==> config.mk <==
export PLATFORM = sky130hd
export DESIGN_NAME = peripheral_irq_flags_reset_status
export DESIGN_NICKNAME = d
export VERILOG_FILES = /design/src/pirq_pkg.sv /design/src/sticky_flag.sv /design/src/peripheral_irq_flags_reset_status.sv
export SDC_FILE = /design/constraint.sdc
export NUM_CORES = 1
export LEC_CHECK = 0
export BUFFER_PORTS_ARGS = -buffer_cell sky130_fd_sc_hd__buf_4
export CORE_ASPECT_RATIO = 0.9
export CORE_MARGIN = 2
export CORE_UTILIZATION = 52
export CTS_BUF_LIST = sky130_fd_sc_hd__clkbuf_8
export CTS_CLUSTER_SIZE = 12
export DETAILED_ROUTE_END_ITERATION = 7
export GPL_TIMING_DRIVEN = 0
export PLACE_DENSITY = 0.92
export REMOVE_ABC_BUFFERS = 1
export SLEW_MARGIN = 20
export SYNTH_ARGS = -nofsm -noshare
export SYNTH_HDL_FRONTEND = slang
export SYNTH_SLANG_ARGS = --single-unit
==> constraint.sdc <==
create_clock -name pclk -period 1.9 [get_ports pclk]
set_clock_uncertainty 0.05 [all_clocks]
set_input_delay 0.19 -clock pclk [delete_from_list [all_inputs] [get_ports pclk]]
set_output_delay 0.19 -clock pclk [all_outputs]
set_load 0.01 [all_outputs]
==> src/pirq_pkg.sv <==
package pirq_pkg;
    // ======================================================
    // register offsets are word indices; byte address is four times the index
    localparam logic [7:0] IDX_FLAGS_1     = 8'h0C;
    localparam logic [7:0] IDX_FLAGS_2     = 8'h0D;
    localparam logic [7:0] IDX_ENABLES_1   = 8'h8C;
    localparam logic [7:0] IDX_ENABLES_2   = 8'h8D;
    localparam logic [7:0] IDX_POWER_STAT  = 8'h8E;
    localparam logic [7:0] IDX_IRQ_CONTROL = 8'h8B;
    localparam logic [7:0] IDX_EVENT_SRC   = 8'hF0;
    // ======================================================
    // field positions
    localparam int BIT_CONV        = 6;
    localparam int BIT_SERIAL      = 3;
    localparam int BIT_CAPCMP      = 2;
    localparam int BIT_PERIOD      = 1;
    localparam int BIT_OVERFLOW    = 0;
    localparam int BIT_LOW_VOLTAGE = 7;
    localparam int BIT_COLLISION   = 3;
    localparam int BIT_OSC_SPEED   = 3;
    localparam int BIT_POWER_ON    = 1;
    localparam int BIT_BROWNOUT    = 0;
    localparam int BIT_GLOBAL_EN   = 7;
    localparam int BIT_PERIPH_EN   = 6;
    // ======================================================
    // implemented-bit masks and reset values
    localparam logic [7:0] MASK_1       = 8'h4F;
    localparam logic [7:0] MASK_2       = 8'h88;
    localparam logic [7:0] MASK_POWER   = 8'h0B;
    localparam logic [7:0] MASK_CONTROL = 8'hC0;
    localparam logic [7:0] RST_ZERO     = 8'h00;
    localparam logic       RST_OSC      = 1'b1;
    // ======================================================
    // capture/compare unit modes
    typedef enum logic [1:0] {
        CCP_CAPTURE = 2'h0,
        CCP_COMPARE = 2'h1,
        CCP_PWM     = 2'h2,
        CCP_OFF     = 2'h3
    } ccp_mode_e;
    // oscillator modes
    typedef enum logic [1:0] {
        OSC_INTERNAL_RC = 2'h0,
        OSC_EXT_RES     = 2'h1,
        OSC_OTHER       = 2'h2
    } osc_mode_e;
endpackage

==> src/sticky_flag.sv <==
`timescale 1ns/100ps
module sticky_flag (
    input  wire logic pclk,
    input  wire logic presetn,
    input  wire logic set_pulse,
    input  wire logic clr_pulse,
    input  wire logic wr_pulse,
    input  wire logic wr_value,
    output logic      flag_q
);
    logic flag_d;

    // hardware set outranks a software clear in the same cycle
    assign flag_d = set_pulse ? 1'b1 : (wr_pulse ? wr_value : (clr_pulse ? 1'b0 : flag_q));

    always_ff @(posedge pclk or negedge presetn) begin
        if (!presetn) begin
            flag_q <= 1'b0;
        end else begin
            flag_q <= flag_d;
        end
    end

    a_set_wins : assert property (@(posedge pclk) disable iff (!presetn)
        set_pulse |=> flag_q)
        else $error("flag lost a set");
endmodule

==> src/peripheral_irq_flags_reset_status.sv <==
// How it works
// - conversion done sets flag bit 6
// - serial transfer done sets flag bit 3
// - master start/stop/restart/ack completion sets bit 3
// - idle start seen sets serial flag
// - idle stop seen sets serial flag
// - capture event sets bit 2 in capture mode
// - compare match sets bit 2 in compare mode; unused in pwm
// - period match sets bit 1
// - sixteen bit timer rollover sets bit 0
// - flags bits 7,5,4 read zero, ignore writes
// - flags set regardless of any enable
// - enables two: bit 7 and 3, reset zero
// - low supply sets flags two bit 7
// - master collision sets flags two bit 3
// - speed bit resets one; rc fast or slow
// - resistor mode speed select; else ignored
// - power-on reset clears bit 1 only
// - brownout reset clears brownout status bit
// - brownout status undefined after power-on
// - power-on status tells reset kinds apart
// - peripheral irq needs peripheral and global enable
// - enables one mirror flags one bit positions
//
// Added by the designer: the APB register port.
`timescale 1ns/100ps
module peripheral_irq_flags_reset_status (
    input  wire logic        pclk,
    input  wire logic        presetn,
    input  wire logic        psel,
    input  wire logic        penable,
    input  wire logic        pwrite,
    input  wire logic [11:0] paddr,
    input  wire logic [31:0] pwdata,
    output logic      [31:0] prdata,
    output logic             pready,
    output logic             pslverr,
    input  wire logic        conversion_done,
    input  wire logic        serial_transfer_done,
    input  wire logic        master_sequence_done,
    input  wire logic        idle_start_seen,
    input  wire logic        idle_stop_seen,
    input  wire logic        capture_event,
    input  wire logic        compare_match,
    input  wire logic [1:0]  ccp_mode,
    input  wire logic        period_match,
    input  wire logic        timer_rollover,
    input  wire logic        low_voltage_event,
    input  wire logic        collision_event,
    input  wire logic        power_on_event,
    input  wire logic        brownout_event,
    input  wire logic        brownout_detector_enable,
    input  wire logic [1:0]  osc_mode,
    output logic             peripheral_irq,
    output logic             slow_clock_select
);
    // ======================================================
    // apb decode
    logic       apb_access;
    logic       wr_en;
    logic       addr_ok;
    logic [9:0] word_idx;
    logic       hit_f1;
    logic       hit_f2;
    logic       hit_e1;
    logic       hit_e2;
    logic       hit_pw;
    logic       hit_ic;
    logic       hit_ev;

    function automatic logic hit(input logic [9:0] idx, input logic [7:0] reg_idx);
        hit = (idx == {2'h0, reg_idx});
    endfunction

    assign apb_access = psel && penable && pready;
    assign word_idx   = paddr[11:2];
    assign hit_f1     = hit(word_idx, pirq_pkg::IDX_FLAGS_1);
    assign hit_f2     = hit(word_idx, pirq_pkg::IDX_FLAGS_2);
    assign hit_e1     = hit(word_idx, pirq_pkg::IDX_ENABLES_1);
    assign hit_e2     = hit(word_idx, pirq_pkg::IDX_ENABLES_2);
    assign hit_pw     = hit(word_idx, pirq_pkg::IDX_POWER_STAT);
    assign hit_ic     = hit(word_idx, pirq_pkg::IDX_IRQ_CONTROL);
    assign hit_ev     = hit(word_idx, pirq_pkg::IDX_EVENT_SRC);
    assign addr_ok    = (paddr[1:0] == 2'h0)
                        && (hit_f1 || hit_f2 || hit_e1 || hit_e2 || hit_pw || hit_ic || hit_ev);
    assign wr_en      = apb_access && pwrite && addr_ok;

    // ======================================================
    // event pins come from other logic; sync them anyway as they may be asynchronous
    localparam int NEV = 12;
    logic [NEV-1:0] ev_raw;
    logic [NEV-1:0] ev_s1_q;
    logic [NEV-1:0] ev_s2_q;
    logic [NEV-1:0] ev_s3_q;
    logic [NEV-1:0] ev_rise;
    logic [3:0]     mode_s1_q;
    logic [3:0]     mode_s2_q;
    logic           brownout_detector_enable_s1_q;
    logic           brownout_detector_enable_s2_q;

    assign ev_raw = {brownout_event, power_on_event, collision_event, low_voltage_event,
                     timer_rollover, period_match, compare_match, capture_event,
                     idle_stop_seen, idle_start_seen, master_sequence_done,
                     serial_transfer_done};

    always_ff @(posedge pclk or negedge presetn) begin
        if (!presetn) begin
            ev_s1_q    <= '0;
            ev_s2_q    <= '0;
            ev_s3_q    <= '0;
            mode_s1_q  <= 4'h0;
            mode_s2_q  <= 4'h0;
            brownout_detector_enable_s1_q <= 1'b0;
            brownout_detector_enable_s2_q <= 1'b0;
        end else begin
            ev_s1_q    <= ev_raw;
            ev_s2_q    <= ev_s1_q;
            ev_s3_q    <= ev_s2_q;
            mode_s1_q  <= {osc_mode, ccp_mode};
            mode_s2_q  <= mode_s1_q;
            brownout_detector_enable_s1_q <= brownout_detector_enable;
            brownout_detector_enable_s2_q <= brownout_detector_enable_s1_q;
        end
    end

    // edge detect so a held level sets a flag once, not again after a clear
    assign ev_rise = ev_s2_q & ~ev_s3_q;

    logic conv_sync_q;
    always_ff @(posedge pclk or negedge presetn) begin
        if (!presetn) begin
            conv_sync_q <= 1'b0;
        end else begin
            conv_sync_q <= conversion_done;
        end
    end
    logic conv_s2_q;
    logic conv_s3_q;
    always_ff @(posedge pclk or negedge presetn) begin
        if (!presetn) begin
            conv_s2_q <= 1'b0;
            conv_s3_q <= 1'b0;
        end else begin
            conv_s2_q <= conv_sync_q;
            conv_s3_q <= conv_s2_q;
        end
    end

    // ======================================================
    // set terms, independent of every enable
    logic [7:0] set_1;
    logic [7:0] set_2;
    logic       serial_set;
    logic       capcmp_set;
    pirq_pkg::ccp_mode_e ccp_m;

    assign ccp_m      = pirq_pkg::ccp_mode_e'(mode_s2_q[1:0]);
    assign serial_set = ev_rise[0]
                        || ev_rise[1]
                        || ev_rise[2]
                        || ev_rise[3];
    assign capcmp_set = (ccp_m == pirq_pkg::CCP_CAPTURE && ev_rise[4])
                        || (ccp_m == pirq_pkg::CCP_COMPARE && ev_rise[5]);

    assign set_1 = {1'b0, conv_s2_q & ~conv_s3_q, 2'b00, serial_set, capcmp_set,
                    ev_rise[6], ev_rise[7]};
    assign set_2 = {ev_rise[8], 3'b000, ev_rise[9], 3'b000};

    // ======================================================
    // flag registers, masked to implemented bits
    logic [7:0] flags_1;
    logic [7:0] flags_2;
    logic [7:0] wr_1;
    logic [7:0] wr_2;

    assign wr_1 = {8{wr_en && hit_f1}} & pirq_pkg::MASK_1;
    assign wr_2 = {8{wr_en && hit_f2}} & pirq_pkg::MASK_2;

    genvar gi;
    generate
        for (gi = 0; gi < 8; gi++) begin : g_flags
            if (pirq_pkg::MASK_1[gi]) begin : g_f1
                sticky_flag u_flag (
                    .pclk      (pclk),
                    .presetn   (presetn),
                    .set_pulse (set_1[gi]),
                    .clr_pulse (1'b0),
                    .wr_pulse  (wr_1[gi]),
                    .wr_value  (pwdata[gi]),
                    .flag_q    (flags_1[gi])
                );
            end else begin : g_z1
                assign flags_1[gi] = 1'b0;
            end
            if (pirq_pkg::MASK_2[gi]) begin : g_f2
                sticky_flag u_flag (
                    .pclk      (pclk),
                    .presetn   (presetn),
                    .set_pulse (set_2[gi]),
                    .clr_pulse (1'b0),
                    .wr_pulse  (wr_2[gi]),
                    .wr_value  (pwdata[gi]),
                    .flag_q    (flags_2[gi])
                );
            end else begin : g_z2
                assign flags_2[gi] = 1'b0;
            end
        end
    endgenerate

    // ======================================================
    // enables, control and power status
    logic [7:0] en1_q;
    logic [7:0] en2_q;
    logic [7:0] ctl_q;
    logic       osc_q;
    logic       por_q;
    logic       bor_q;

    always_ff @(posedge pclk or negedge presetn) begin
        if (!presetn) begin
            en1_q <= pirq_pkg::RST_ZERO;
            en2_q <= pirq_pkg::RST_ZERO;
            ctl_q <= pirq_pkg::RST_ZERO;
            osc_q <= pirq_pkg::RST_OSC;
        end else begin
            if (wr_en && hit_e1) en1_q <= pwdata[7:0] & pirq_pkg::MASK_1;
            if (wr_en && hit_e2) en2_q <= pwdata[7:0] & pirq_pkg::MASK_2;
            if (wr_en && hit_ic) ctl_q <= pwdata[7:0] & pirq_pkg::MASK_CONTROL;
            if (wr_en && hit_pw) osc_q <= pwdata[pirq_pkg::BIT_OSC_SPEED];
        end
    end

    // bus reset doubles as power-on reset, so both status bits start clear
    always_ff @(posedge pclk or negedge presetn) begin
        if (!presetn) begin
            por_q <= 1'b0;
            bor_q <= 1'b0;
        end else begin
            if (ev_rise[10]) begin
                por_q <= 1'b0;
            end else if (wr_en && hit_pw) begin
                por_q <= pwdata[pirq_pkg::BIT_POWER_ON];
            end
            if (ev_rise[11] && brownout_detector_enable_s2_q) begin
                bor_q <= 1'b0;
            end else if (wr_en && hit_pw) begin
                bor_q <= pwdata[pirq_pkg::BIT_BROWNOUT];
            end
        end
    end

    // ======================================================
    // interrupt and oscillator select
    logic irq_d;
    logic slow_d;
    pirq_pkg::osc_mode_e osc_m;

    assign irq_d = ctl_q[pirq_pkg::BIT_GLOBAL_EN] && ctl_q[pirq_pkg::BIT_PERIPH_EN]
                   && (|(flags_1 & en1_q) || |(flags_2 & en2_q));
    assign osc_m  = pirq_pkg::osc_mode_e'(mode_s2_q[3:2]);
    // rc and resistor modes: zero picks the slow clock; other modes ignore the bit
    assign slow_d = ((osc_m == pirq_pkg::OSC_INTERNAL_RC)
                     || (osc_m == pirq_pkg::OSC_EXT_RES)) && !osc_q;

    always_ff @(posedge pclk or negedge presetn) begin
        if (!presetn) begin
            peripheral_irq    <= 1'b0;
            slow_clock_select <= 1'b0;
        end else begin
            peripheral_irq    <= irq_d;
            slow_clock_select <= slow_d;
        end
    end

    // ======================================================
    // read mux and apb answer
    logic [7:0] rd_byte;
    assign rd_byte = hit_f1 ? flags_1 :
                     hit_f2 ? flags_2 :
                     hit_e1 ? en1_q :
                     hit_e2 ? en2_q :
                     hit_ic ? ctl_q :
                     hit_pw ? {4'h0, osc_q, 1'b0, por_q, bor_q} :
                     hit_ev ? {6'h00, ccp_m == pirq_pkg::CCP_PWM, brownout_detector_enable_s2_q} : 8'h00;

    // no wait states: setup, access, ready high in first access cycle
    always_ff @(posedge pclk or negedge presetn) begin
        if (!presetn) begin
            prdata  <= 32'h0000_0000;
            pready  <= 1'b0;
            pslverr <= 1'b0;
        end else begin
            pready  <= psel && !penable;
            pslverr <= psel && !penable && !addr_ok;
            prdata  <= (psel && !penable && !pwrite) ? {24'h000000, rd_byte} : 32'h0000_0000;
        end
    end

    // ======================================================
    // checks
    a_irq_gated : assert property (@(posedge pclk) disable iff (!presetn)
        !ctl_q[pirq_pkg::BIT_PERIPH_EN] |=> !peripheral_irq)
        else $error("irq without peripheral enable");
    a_pad_zero : assert property (@(posedge pclk) disable iff (!presetn)
        (flags_1 & ~pirq_pkg::MASK_1) == 8'h00)
        else $error("unimplemented flag bit set");
    a_ovf_sets : assert property (@(posedge pclk) disable iff (!presetn)
        ev_rise[7] |=> flags_1[pirq_pkg::BIT_OVERFLOW])
        else $error("overflow flag not set");
    a_period_sets : assert property (@(posedge pclk) disable iff (!presetn)
        ev_rise[6] |=> flags_1[pirq_pkg::BIT_PERIOD])
        else $error("period flag not set");
    a_serial_sets : assert property (@(posedge pclk) disable iff (!presetn)
        serial_set |=> flags_1[pirq_pkg::BIT_SERIAL])
        else $error("serial flag not set");
    a_pwm_quiet : assert property (@(posedge pclk) disable iff (!presetn)
        (ccp_m == pirq_pkg::CCP_PWM) |-> !capcmp_set)
        else $error("capture flag set in pwm");
    a_por_clears : assert property (@(posedge pclk) disable iff (!presetn)
        ev_rise[10] |=> !por_q)
        else $error("power-on status not cleared");
    a_lv_sets : assert property (@(posedge pclk) disable iff (!presetn)
        ev_rise[8] |=> flags_2[pirq_pkg::BIT_LOW_VOLTAGE])
        else $error("low voltage flag not set");
endmodule

==> results.md <==
* Vias at 1957
* Syn Area/Cell at 13.1 µm²
* CP peak stage delay at around 0.53 ns
* Largest net degree at the start of global routing at 77
* Initial antenna violation count at 0
* Hold WC Path Type: in2reg
* CP startpoint kind: input port
* CP Data Required Time at 2.08 ns
* Main combinational cell family by area after synthesis: simple AND/OR/NAND/NOR gates
* Max Clock Freq at around 550 MHz
* First-pass GRT wire length at 9080 µm
* DP HPWL at 3720 µm
* Area fraction of the dominant cell type after synthesis at 61.9%
* Number of synthesized flops with an enable pin at 0
* Die height at 76.4 µm
* Final Util at 66.0%
* Compound-Gate Fraction of Synth Area at 5.49%
* Worst IR Drop VDD at 0.698 mV
* RSZ-0062 raised after global routing: false
* Overall power at 0.00311 W
* Final hold violation count at 0
* N_diodes at 0
* Count leader, synth: dfrtp_1
* Mux cell area share after synthesis at under 10%
* Synth Area in Simple Gates at ~17%
* Vias in the first global route at 1928
* Horiz. Die Dim at between 80 and 90 µm
* Post-synthesis sequential area ratio at a little over three fifths
* Slew @ Worst Pin at around 0.9 ns
* Setup Crit Path Kind: in2reg
* Clock Latency Late Sink at ~0.35 ns
* Layout Cells excl Fill at 380
* Total Routing Usage GR at 18.3%
* Final ANT Viol Nets at 0
* Pre-antenna DRT Iters at 4
* Initial core utilization at 53.5%
* Register bit total from synthesis at 76
* Synth Instances at roughly 230
* Routed WL at 5430 µm
* # setup viols final at 0
* Crit. End Element: flop
* Area of placed instances at 0.00335 mm²
* Period utilization at between 90% and 100%
* Clock sink count at 76
* Cts bufs inserted at 9
* Setup Fix Bufs, Post-CTS at 0
* Slew Limit Fails at 0
* Power per cell area at between 800 and 900 mW/mm²
* CTS clock-pin slew for the worst setup and hold paths at 0.07 ns
* Leak at between 1.5 and 2 nW
* Gr ovfl total at 0
* Setup TNS at 0 ns
* Prevailing post-synth register cell: dfrtp_1
* H-tree depth at 3
* CTS tree: done
* Vias per cell at 5.15
* Core area at 0.00566 mm²
* Synth unique cells at 49
* Mapped Area at 0.00303 mm²
* Die area at 0.00646 mm²
* Outcome: complete, no violations
* DRC viols at 0
* CP top delay family: simple AND/OR/NAND/NOR gates
* Share of layout cells above drive strength 1 at 26.1%
* Gpl congestion at 0.869
* Post-route cell area at 0.00374 mm²
* Peak fanout along the critical path at 3
* Cell taking the most area after synthesis: dfrtp_1
* Area share of fa/ha/maj cells after synthesis at 0%
* XOR/XNOR Fraction of Synth Area at 0%
* Row count at 26
* I/O pins at 103
* Wire per inst at 14.3 µm
* Synthesis-to-finish area growth at 23.3%
* Root buf cell: clkbuf_8
* Ys Warns at 0
* Clk buf depth at 2
* MaxCap Viol Count at 0
* Worst-path cell chain: dlygate4sd3_1 > buf_4 > nand4_1 > or3_1 > nor3_2 > mux2_2
* Post-layout min period at 1.80 ns
* CP bufs+invs at 2
* Worst rel slew slack at 40.0%
* NumNets Final at about 370
* Port bufs at 49
* DR iter-0 viols at 173
* CP max stage cell: dlygate4sd3_1
* WP data arrival at 1.98 ns
* Post-synth ARST share at 100%
* Fill cells at 428
* Post-synth top cells: dfrtp_1, buf_4, nor2_1
* Placed cell count at 345
* Top cells by area, synth: dfrtp_1, buf_4, mux2_2, mux2i_1, nor2_1
==> area by class of cell <==
class	instances	area (µm²)	share of cell area, %
Timing Repair Buffer	68	558	14.9
Sequential cell	76	1900	50.9
Multi-Input combinational cell	147	982	26.3
Inverter	3	11.3	0.301
Tap cell	70	87.6	2.34
Clock inverter	6	57.6	1.54
Clock buffer	10	138	3.68
==> through the flow <==
stage | hold WS [ns] | worst slack, ns
6_report | 0.0440 | 0.0965
5_1_grt | 0.0293 | 0.0502
4_1_cts | 0.0273 | 0.0341
3_5_place_dp | 0.250 | 0.153
3_3_place_gp | 0.249 | 0.177
2_1_floorplan | -0.156 | 0.235
==> path summary, 6_finish.rpt <==
check	startpoint	to	slack, ns	cells past startpoint
setup reg to reg	pready$_DFF_PN0_	en2_q[3]$_DFFE_PN0P_	0.21	4
hold / removal	pwdata[2]	en1_q[2]$_DFFE_PN0P_	0.04	2
max in group asynchronous	presetn	ctl_q[6]$_DFFE_PN0P_	0.76	2
hold reg to reg	ev_s1_q[6]$_DFF_PN0_	ev_s2_q[6]$_DFF_PN0_	0.29	0
min in group asynchronous	presetn	ev_s3_q[6]$_DFF_PN0_	0.47	2
setup / recovery	pwrite	en2_q[3]$_DFFE_PN0P_	0.1	6
==> worst register-to-register path: stages, from the launching register on <==
cell and delay, ns:
dfrtp_1 0.36, nand4_1 0.19, or3_1 0.43, nor3_2 0.19, mux2_2 0.36
==> cell families (layout without fill, tap and decap cells) <==
logic type	Yosys count	after routing
and+or+nand+nor	78	78
muxes	20	20
DFF	76	76
other	1	26
AOI/OAI and AO/OA	23	23
buffers and inverters	34	87
==> layer usage <==
metal | vias up | wire [µm] | GRT usage (%)
met3 | 9 | 403 | 8.02
met2 | 80 | 2670 | 28.9
met1 | 947 | 2290 | 22.9
met5 | - | 0 | 0
met4 | 0 | 64 | 5.71
li1 | 921 | - | -
==> what timing repair did <==
action                                  in CTS  in global routing
hold buffers                                19                  0
endpoints found under the hold margin       93                  0
endpoints found under the setup margin       0                  2
gates resized for setup                      0                  1
==> report_power, final <==
part	internal [W]	switching [W]
Combinational	0.000111	0.000127
Clock	0.000630	0.000552
Sequential	0.00167	0.0000186
==> cells in the final DEF, fill, tap and decap left out, types with 2 or more instances in the layout <==
cell and count:
and2_1 2, dfrtp_1 75, or3_1 2, nor4_1 4
mux2i_1 10, o22ai_1 3, a21oi_1 2, nor3_1 2
o21ai_0 2, a22oi_1 2, inv_1 6, and4b_1 3
nand2_1 9, o211ai_1 2, conb_1 26, nand3_1 2
nand4_1 7, and4_1 2, a31oi_1 3, mux2_2 10
dlygate4sd3_1 19, buf_4 49, nand2b_1 7, clkbuf_8 10
nand3b_1 3, nor2_1 18, nor2b_1 4
==> registers in the layout (all words and copies together), names as in the netlist, 3 cells and up <==
name	flops
ev_s2_q	12
mode_s2_q	3
g_flags.g_f1.u_flag.flag_q	5
ev_s3_q	12
prdata	6
ev_s1_q	12
en1_q	5
mode_s1_q	3
No activity file was read; power rests on OpenSTA's default activity.
